<file path="src/shared/pasp_pkg.sv">
// Constants shared by the phase alarm and sync pulse configuration block
package pasp_pkg;

  // Register port widths
  localparam int ADDR_W = 7;
  localparam int DATA_W = 8;

  // Register addresses
  localparam logic [ADDR_W-1:0] ADDR_ALARM_DELAY = 7'h79;
  localparam logic [ADDR_W-1:0] ADDR_SYNC_CFG = 7'h7a;

  // Reset values
  localparam logic [DATA_W-1:0] ALARM_DELAY_RESET = 8'h32;
  localparam logic [DATA_W-1:0] SYNC_CFG_RESET = 8'h00;

  // Writable bits; the unused bits read as zero
  localparam logic [DATA_W-1:0] ALARM_DELAY_MASK = 8'h3f;
  localparam logic [DATA_W-1:0] SYNC_CFG_MASK = 8'h8f;

  // Alarm delay field, top bit
  localparam int ALARM_FIELD_MSB = 5;

  // Sync configuration bit positions
  localparam int SYNC_SOURCE_SELECT_BIT = 7;
  localparam int FRAME_SYNC_POLARITY_BIT = 3;
  localparam int FRAME_SYNC_SHAPE_BIT = 2;
  localparam int MULTIFRAME_SYNC_POLARITY_BIT = 1;
  localparam int MULTIFRAME_SYNC_SHAPE_BIT = 0;

  // Timing: one second in ns and the mclk period in ns
  localparam longint ONE_SECOND_NS = 1000000000;
  localparam longint MCLK_PERIOD_NS = 50;
  localparam int SEC_CYCLES = int'(ONE_SECOND_NS / MCLK_PERIOD_NS);
  localparam int CYC_CNT_W = 25;

  // Seconds counter width and the automatic alarm release time in seconds
  localparam int SEC_CNT_W = 8;
  localparam logic [SEC_CNT_W-1:0] ALARM_HOLD_SEC = 8'h80;
  localparam logic [SEC_CNT_W-1:0] ALARM_HOLD_LAST = 8'h7f;

  // Alarm timer states
  typedef enum logic [1:0] {
    ALM_IDLE,
    ALM_TIMING,
    ALM_RAISED
  } pasp_alarm_state_t;

endpackage : pasp_pkg

</file>
<file path="src/logic/pasp_sync_shaper.sv">
`timescale 1ns/1ps
// Shapes one sync output: 50:50 pass-through or one width-reference period
module pasp_sync_shaper (
  // Clock and reset
  input wire logic mclk,
  input wire logic rst,
  // Selected sync square wave and width reference
  input wire logic syncIn,
  input wire logic widthRef,
  // Configuration
  input wire logic pulseMode,
  input wire logic invert,
  // Shaped output
  output logic syncOut
);
  import pasp_pkg::*;

  // All state of the shaper
  typedef struct packed {
    logic syncPrev; // Previous sync level
    logic refPrev; // Previous width reference level
    logic armed; // Sync edge seen, waiting for reference edge
    logic pulsing; // Pulse currently open
    logic out; // Registered output
  } pasp_shaper_state_t;

  pasp_shaper_state_t s_reg;
  pasp_shaper_state_t s_next;
  logic syncRise; // Rising edge of sync input
  logic refRise; // Rising edge of width reference

  assign syncRise = syncIn & ~s_reg.syncPrev;
  assign refRise = widthRef & ~s_reg.refPrev;

  // Next state: edge tracking, pulse window and polarity
  always_comb
  begin
    s_next = s_reg;
    s_next.syncPrev = syncIn;
    s_next.refPrev = widthRef;
    if (!pulseMode)
    begin
      // 50:50 mode keeps no pulse state
      s_next.armed = 1'b0;
      s_next.pulsing = 1'b0;
    end
    else
    begin
      // Pulse closes on the next reference edge, one period wide
      if (s_reg.pulsing && refRise)
      begin
        s_next.pulsing = 1'b0;
      end
      // Pulse opens on the first reference edge after a sync edge
      if (s_reg.armed && refRise)
      begin
        s_next.armed = 1'b0;
        s_next.pulsing = 1'b1;
      end
      // New sync edge arms the next pulse
      if (syncRise)
      begin
        s_next.armed = 1'b1;
      end
    end
    // Shape then polarity
    s_next.out = (pulseMode ? s_next.pulsing : syncIn) ^ invert;
  end

  // State register
  always_ff @(posedge mclk)
  begin
    if (rst)
    begin
      s_reg <= '0;
    end
    else
    begin
      s_reg <= s_next;
    end
  end

  assign syncOut = s_reg.out;
endmodule : pasp_sync_shaper

</file>
<file path="src/logic/pasp_top.sv">
`timescale 1ns/1ps
// Function
// - Rejected input stays rejected until alarmClear or the 128 s hold expires, no remeasure
// - Bit 7 picks main or auxiliary PLL
// - Bit 2 frame sync pulsed or 50:50
// - Bits 3 and 1 invert sync outputs
// - Bit 0 multiframe sync pulsed or 50:50
module pasp_top #(
  parameter int CYCLES_PER_SEC = pasp_pkg::SEC_CYCLES
) (
  // Clock and reset
  input wire logic mclk,
  input wire logic rst,
  // Microprocessor register port
  input wire logic [pasp_pkg::ADDR_W-1:0] regAddr,
  input wire logic [pasp_pkg::DATA_W-1:0] regWrData,
  input wire logic regWrEn,
  input wire logic regRdEn,
  output logic [pasp_pkg::DATA_W-1:0] regRdData,
  // Controlling state machine interface
  input wire logic pllInPreLockOrLost,
  input wire logic alarmClear,
  output logic phaseAlarm,
  // Sync sources from both PLLs and the width reference output
  input wire logic mainFrameSync,
  input wire logic mainMultiframeSync,
  input wire logic auxFrameSync,
  input wire logic auxMultiframeSync,
  input wire logic widthReferenceOutput,
  // Shaped sync outputs
  output logic frameSyncOutput,
  output logic multiframeSyncOutput,
  // General clock output sync sources
  output logic genFrameSync,
  output logic genMultiframeSync
);
  import pasp_pkg::*;

  // Last cycle of a second
  localparam logic [CYC_CNT_W-1:0] SEC_LAST = CYC_CNT_W'(CYCLES_PER_SEC - 1);

  // All state of the block
  typedef struct packed {
    pasp_alarm_state_t alarmState; // Alarm timer state
    logic [CYC_CNT_W-1:0] cycCnt; // Cycles within the current second
    logic [SEC_CNT_W-1:0] secCnt; // Whole seconds counted
    logic phaseAlarm; // Alarm against selected input
    logic [DATA_W-1:0] alarmDelay; // Delay register
    logic [DATA_W-1:0] syncCfg; // Sync output register
    logic [DATA_W-1:0] rdData; // Read data
    logic genFrame; // Registered general frame sync
    logic genMultiframe; // Registered general multiframe sync
  } pasp_top_state_t;

  pasp_top_state_t s_reg;
  pasp_top_state_t s_next;
  logic secTick; // Last cycle of a second
  logic [SEC_CNT_W-1:0] alarmLimit; // Twice the delay field
  logic frameSel; // Frame sync from the chosen PLL
  logic multiframeSel; // Multiframe sync from the chosen PLL

  assign secTick = (s_reg.cycCnt == SEC_LAST);
  assign alarmLimit = {1'b0, s_reg.alarmDelay[ALARM_FIELD_MSB:0], 1'b0};

  // Sync source selection
  assign frameSel = s_reg.syncCfg[SYNC_SOURCE_SELECT_BIT] ? auxFrameSync
                                                          : mainFrameSync;
  assign multiframeSel = s_reg.syncCfg[SYNC_SOURCE_SELECT_BIT] ? auxMultiframeSync
                                                               : mainMultiframeSync;

  // Next state: register port and alarm timer
  always_comb
  begin
    s_next = s_reg;
    s_next.genFrame = frameSel;
    s_next.genMultiframe = multiframeSel;
    // Register writes, unused bits forced to zero
    if (regWrEn && regAddr == ADDR_ALARM_DELAY)
    begin
      s_next.alarmDelay = regWrData & ALARM_DELAY_MASK;
    end
    if (regWrEn && regAddr == ADDR_SYNC_CFG)
    begin
      s_next.syncCfg = regWrData & SYNC_CFG_MASK;
    end
    // Register reads, unmapped addresses read zero
    if (regRdEn)
    begin
      case (regAddr)
        ADDR_ALARM_DELAY: s_next.rdData = s_reg.alarmDelay;
        ADDR_SYNC_CFG: s_next.rdData = s_reg.syncCfg;
        default: s_next.rdData = '0;
      endcase
    end
    // Seconds counting while timing or holding the alarm
    if (s_reg.alarmState != ALM_IDLE)
    begin
      s_next.cycCnt = secTick ? '0 : s_reg.cycCnt + 1'b1;
      if (secTick)
      begin
        s_next.secCnt = s_reg.secCnt + 1'b1;
      end
    end
    // Alarm timer
    case (s_reg.alarmState)
      ALM_IDLE:
      begin
        // Start timing when the state machine enters pre-lock or phase-lost
        s_next.cycCnt = '0;
        s_next.secCnt = '0;
        if (pllInPreLockOrLost)
        begin
          s_next.alarmState = ALM_TIMING;
        end
      end
      ALM_TIMING:
      begin
        if (!pllInPreLockOrLost)
        begin
          // Left the watched states, stop measuring
          s_next.alarmState = ALM_IDLE;
          s_next.cycCnt = '0;
          s_next.secCnt = '0;
        end
        else if (s_reg.secCnt >= alarmLimit)
        begin
          // Delay expired, raise the alarm
          s_next.alarmState = ALM_RAISED;
          s_next.phaseAlarm = 1'b1;
          s_next.cycCnt = '0;
          s_next.secCnt = '0;
        end
      end
      ALM_RAISED:
      begin
        // Input is no longer selected, so no remeasure; held until release
        if (alarmClear || s_reg.secCnt == ALARM_HOLD_SEC)
        begin
          s_next.alarmState = ALM_IDLE;
          s_next.phaseAlarm = 1'b0;
          s_next.cycCnt = '0;
          s_next.secCnt = '0;
        end
      end
      default:
      begin
        s_next.alarmState = ALM_IDLE;
        s_next.phaseAlarm = 1'b0;
      end
    endcase
  end

  // State register
  always_ff @(posedge mclk)
  begin
    if (rst)
    begin
      s_reg.alarmState <= ALM_IDLE;
      s_reg.cycCnt <= '0;
      s_reg.secCnt <= '0;
      s_reg.phaseAlarm <= 1'b0;
      s_reg.alarmDelay <= ALARM_DELAY_RESET;
      s_reg.syncCfg <= SYNC_CFG_RESET;
      s_reg.rdData <= '0;
      s_reg.genFrame <= 1'b0;
      s_reg.genMultiframe <= 1'b0;
    end
    else
    begin
      s_reg <= s_next;
    end
  end

  assign regRdData = s_reg.rdData;
  assign phaseAlarm = s_reg.phaseAlarm;
  assign genFrameSync = s_reg.genFrame;
  assign genMultiframeSync = s_reg.genMultiframe;

  // Frame sync output shaper
  pasp_sync_shaper u_frame_shaper (
    .mclk(mclk),
    .rst(rst),
    .syncIn(frameSel),
    .widthRef(widthReferenceOutput),
    .pulseMode(s_reg.syncCfg[FRAME_SYNC_SHAPE_BIT]),
    .invert(s_reg.syncCfg[FRAME_SYNC_POLARITY_BIT]),
    .syncOut(frameSyncOutput)
  );

  // Multiframe sync output shaper
  pasp_sync_shaper u_multiframe_shaper (
    .mclk(mclk),
    .rst(rst),
    .syncIn(multiframeSel),
    .widthRef(widthReferenceOutput),
    .pulseMode(s_reg.syncCfg[MULTIFRAME_SYNC_SHAPE_BIT]),
    .invert(s_reg.syncCfg[MULTIFRAME_SYNC_POLARITY_BIT]),
    .syncOut(multiframeSyncOutput)
  );
endmodule : pasp_top

</file>
<file path="config.mk">
export PLATFORM = sky130hd
export DESIGN_NAME = pasp_top
export DESIGN_NICKNAME = d
export VERILOG_FILES = /design/src/shared/pasp_pkg.sv /design/src/logic/pasp_sync_shaper.sv /design/src/logic/pasp_top.sv
export SDC_FILE = /design/constraint.sdc
export NUM_CORES = 1
export LEC_CHECK = 0
export BUFFER_PORTS_ARGS = -buffer_cell sky130_fd_sc_hd__buf_2
export CAP_MARGIN = 20
export CORE_MARGIN = 1
export CORE_UTILIZATION = 30
export DETAILED_ROUTE_END_ITERATION = 8
export PLACE_DENSITY = 0.55
export SLEW_MARGIN = 20
export SYNTH_ARGS = -nofsm -noshare
export SYNTH_HDL_FRONTEND = slang
export SYNTH_HIERARCHICAL = 1
export SYNTH_SLANG_ARGS = --single-unit
export TNS_END_PERCENT = 20
</file>
<file path="constraint.sdc">
create_clock -name mclk -period 4.8 [get_ports mclk]
set_clock_uncertainty 0.05 [all_clocks]
set_input_delay 1.2 -clock mclk [delete_from_list [all_inputs] [get_ports mclk]]
set_output_delay 1.2 -clock mclk [all_outputs]
set_load 0.02 [all_outputs]
</file>
# ---- Word level (Yosys, flattened, before mapping)
# Cells that the tools add are included.
dict set report classes {
  n_mux 24
  bitwise_logic 11
  n_addsub 2
  eq_ne 11
  n_lt_le_gt_ge 1
  reduce_logical 15
}
# operator count
set ops {}
lappend ops {{one-hot mux 33 bit (3 select lines)} 1}
lappend ops {{2-to-1 mux 36 bit} 2}
lappend ops {{2-to-1 mux 35 bit} 1}
lappend ops {{2-to-1 mux 33 bit} 1}
lappend ops {{adder 25 x 1 -> 25 bit (second input constant)} 1}
lappend ops {{equality test 25 bit (second input constant)} 1}
lappend ops {{2-to-1 mux 25 bit} 1}
lappend ops {{one-hot mux 8 bit (2 select lines)} 1}
lappend ops {{equality test 7 bit (second input constant)} 2}
lappend ops {{2-to-1 mux 1 bit} 11}
lappend ops {{adder 8 x 1 -> 8 bit (second input constant)} 1}
lappend ops {{equality test 8 bit (second input constant)} 1}
lappend ops {{>= comparator 8 x 7 -> 1 bit} 1}
lappend ops {{2-to-1 mux 8 bit} 1}
lappend ops {{!= test 2 bit (second input constant)} 4}
lappend ops {{logical AND 1 bit} 6}
lappend ops {{2-to-1 mux 2 bit} 3}
lappend ops {{NOT 1 bit} 6}
lappend ops {{one-hot mux 2 bit (3 select lines)} 1}
lappend ops {{nonzero test 2 bit} 3}
lappend ops {{AND reduction 4 bit} 1}
lappend ops {{OR reduction 2 bit} 2}
lappend ops {{AND 1 bit} 3}
lappend ops {{!= test 3 bit (second input constant)} 1}
lappend ops {{other kinds (7)} 8}
dict set report word_totals {
  out_inout_bits 13
  input_bits 26
  regBits 64
  elab_cells 80
}

# ---- Longest topological paths before layout
dict set report depth {
  word_depth 8
  ltp_mapped 8
  depth_no_buf 7
}

# ---- Hierarchy
# Netlist, hierarchy kept.
# module n_inst seq_area_each_um2 cells_each area_per_inst_um2
set modules_own_cells {}
lappend modules_own_cells {pasp_top 1 1121.1 317 2840.2}
lappend modules_own_cells {pasp_sync_shaper 2 100.1 20 201.4}

# ---- Least setup slack after synthesis
# Ideal clock, no wire load.
dict set report synth_timing {
  path_type {input to register}
  startpoint {input regAddr[6] (netlist name)}
  endpoint {register s_reg[10] (netlist name)}
  path_buffers 1
  path_stages 6
  setup_ns 0.128
  required_time_ns 4.622
  slack_ns 2.334
  arrival_time_ns 2.289
  cell_sequence {nand4_1 -> nor2_1 -> and3_1 -> clkbuf_1 -> mux2i_1 -> nor2_1}
}
dict set report synth_via {
  elab_chain_len 2
}
# item line_no
set synth_lines {}
lappend synth_lines {{from (decl)} pasp_top.sv:15} ;# input wire logic [pasp_pkg::ADDR_W-1:0] regAddr,
lappend synth_lines {{equality test 7 bit} pasp_top.sv:82} ;# if (regWrEn && regAddr == ADDR_SYNC_CFG)
lappend synth_lines {{logical AND 1 bit} pasp_top.sv:82}
lappend synth_lines {{to (signal assigned)} pasp_top.sv:170} ;# s_reg <= s_next;
lappend synth_lines {{to (decl)} pasp_top.sv:55} ;# pasp_top_state_t s_reg;
# Every way passes these cells.
# A chain may end at the register's enable or synchronous reset.

==> out/metrics.yaml <==
timing:
  drv_slew: 0
  fmax_mhz: 410
  post-route-period-util: 0.509
  maxSlewHeadroom: 0.586
  tns_ps: 0
  worst_slack_ps: 2360
  hold_viol_final: 0
  fin_crit_ps: 2440
  worstMarginPinSlew_ps: 621
  rsz0062_at_grt: "false"
  setup_viol: 0
die:
  die_h_um: 106
  die_area_um2: 11200
  pin_count: 39
  core_area_um2: 10400
  die_x_um: 106
  start_util: 0.311
  row_count: 37
min_path:
  min-delay-path-class: "register to register"
  hp-start: "regRdData[2]"
  min_path_cells: 2
  min_to: "regRdData[2]"
setup_path:
  critical_path.cell_chain: "buf_2 -> buf_4 -> nor2b_1 -> nand2_1 -> nor3_1 -> o21ai_2 -> nor2_1"
  required_ps: 5020
  critPathCaptureType: "register"
  rr_worst_depth: 7
  slowest_stage: "nor3_1"
  crit_path_max_fanout: 19
  path_delay_family: "simple AND/OR/NAND/NOR gates"
  max_stage_delay_ps: 380
  arrival_ps: 2660
  rr_startpoint: "s_reg[60]"
  setup.worst_path.start_class: "input port"
  crit_start: "rst"
  critPathKind: "input port to register"
  rrSetupSlack_ps: 2440
  path_buf_inv: 2
  reg2reg_to: "s_reg[59]"
synthesis:
  yosysUniqueCellTypes: 52
  synthFlopType: "dfxtp_1"
  synth-xor-area-share: 0.0837
  syn_area_per_cell_um2: 9.08
  synth_area_um2: 3240
  synth_compound_area_frac: 0.0667
  synth_fa_ha_area_frac: 0.0502
  ys_seq_elements: 66
  async_flop_share: 0
  synthSimpleGateAreaFrac: 0.291
  synth_nets: 396
  muxShareOfSynthArea: 0.0509
  yosysWarnings: 6
  ys_seq_area_frac: 0.407
  syn_inst: 357
  synth_edf_count: 0
  synth_top_family_by_area: "simple AND/OR/NAND/NOR gates"
placed_design:
  postPlaceCellArea_um2: 3500
  place.gp.congestion: 0.733
  pre_cts_slack_ps: 1970
  hpwl_um: 4580
  io_buffers: 36
global_route:
  grt_pass1_vias: 2386
  grt_pass1_wl_um: 11000
  grt_max_degree: 21
  grt_usage: 0.122
  antenna_found_initial: 0
  grt_overflow: 0
pwr:
  p_per_area_nw_per_um2: 292
  ir_worst_vdd_mv: 0.165
  p_leak_uw: 0.00141
detailed_routing:
  drt_pass1_iterations: 4
  routed_wirelength_um: 6400
  wl_per_cell_um: 12.1
  drc_errors: 0
  ant_nets: 0
  viasPerCell: 4.66
  drt_iter0_drc: 54
  vias: 2467
cts:
  clockBufferDepth: 2
  clkLatencyLatePin_ps: 340
  cts_setup_buffers: 0
  cts_sinks: 66
  cts_root_buf: "clkbuf_8"
  cts_resized: 0
  cts.clk_slew.worst_paths_ps: 80
  cts_hold_buf: 0
  h-tree-depth: 3
  cts_tree: "yes"
  cts_buffers: 9
status:
  status: "finished clean"
final_layout:
  layout-drive-gt1-share: 0.173
  final_area_um2: 3690
  antenna_cells: 0
  regArea_um2: 1320
  final_common_cell: "dfxtp_1"
  final_cell_mix: "dfxtp_1, nor2_1, buf_2"
  multi_input_area_um2: 1760
  syn2layout_area_growth_pct: 13.9
  nets: 427
  post-route-util: 0.355
  largest_reg_flops: 40
  n_fill_cell: 1077
run:
  max_cap_viol_count: 0
-- where the power goes --
part	total [µW]	internal (µW)	switching, µW
sequential	555	552	2.78
clock	463	239	224
combinational	60.3	26.8	33.5
-- routing by layer --
metal / vias up / routed length (µm) / global-route usage
li1: 1277 / - / -
met1: 1161 / 3320 / 0.165
met2: 18 / 2840 / 0.186
met3: 11 / 141 / 0.0282
met4: 0 / 107 / 0.0516
met5: - / 0 / 0
-- through the flow --
stage / hold slack, ps / cells / total power [µW]
floorplan: 396 / 357 / 606
global placement: 405 / 513 / 629
detailed placement: 412 / 513 / 629
CTS: 424 / 529 / 1100
global route: 464 / 529 / 1130
finish: 422 / 529 / 1080
-- cell type report --
class,count,area share
Clock buffer,9,0.0335
Clock inverter,7,0.0190
Inverter,13,0.0132
Multi-Input combinational cell,260,0.478
Sequential cell,66,0.358
Tap cell,136,0.0461
Timing Repair Buffer,38,0.0528
-- how the worst max path moves through the flow --
stage                            to  slack, ps  depth (start not counted)
after global routing      s_reg[59]       2170                          7
after global placement    s_reg[51]       1990                          7
after detailed placement  s_reg[40]       1970                          7
final                     s_reg[59]       2360                          7
after CTS                 s_reg[51]       2330                          7
after floorplan           s_reg[10]       2330                          6
-- synthesized netlist by cell type, drive strengths merged (2+ instances only) --
cell,count,area [µm²]
and4b,2,20.0
nor4b,2,17.5
or2,2,12.5
nor2b,14,87.6
nor3b,2,15.0
xor2,16,140
nor4,6,73.8
a211oi,2,15.0
xnor2,15,131
nand2,17,63.8
nor2,57,219
mux2i,12,120
nand2b,14,87.6
and2,2,12.5
and4,4,35.0
ha,13,163
a21oi,12,60.1
nor3,4,30.0
o21ai,2,13.8
nand3,16,80.1
nand4b,2,32.5
dfxtp,66,1320
nand4,12,81.3
clkbuf,5,18.8
o211ai,4,30.0
mux2,4,45.0
a311oi,3,26.3
buf,13,90.1
and3,6,37.5
inv,13,48.8
a22o,4,35.0
o21a,2,15.0
and2b,2,15.0
-- kinds of logic after synthesis --
group / after synthesis
multiplexers: 16
AO/OA/AOI/OAI: 32
XOR/XNOR: 31
AND/OR/NAND/NOR: 167
other: 1
buffers and inverters: 31
flip-flops: 66
adder cells (fa/ha/maj): 13
-- worst min-delay path: cells and delay by family (launching register included) --
family / cells / cell delay, ps
simple gates: 1 / 60
compound gates: 1 / 60
flops: 1 / 310
Power figures use the tool's default switching activity.
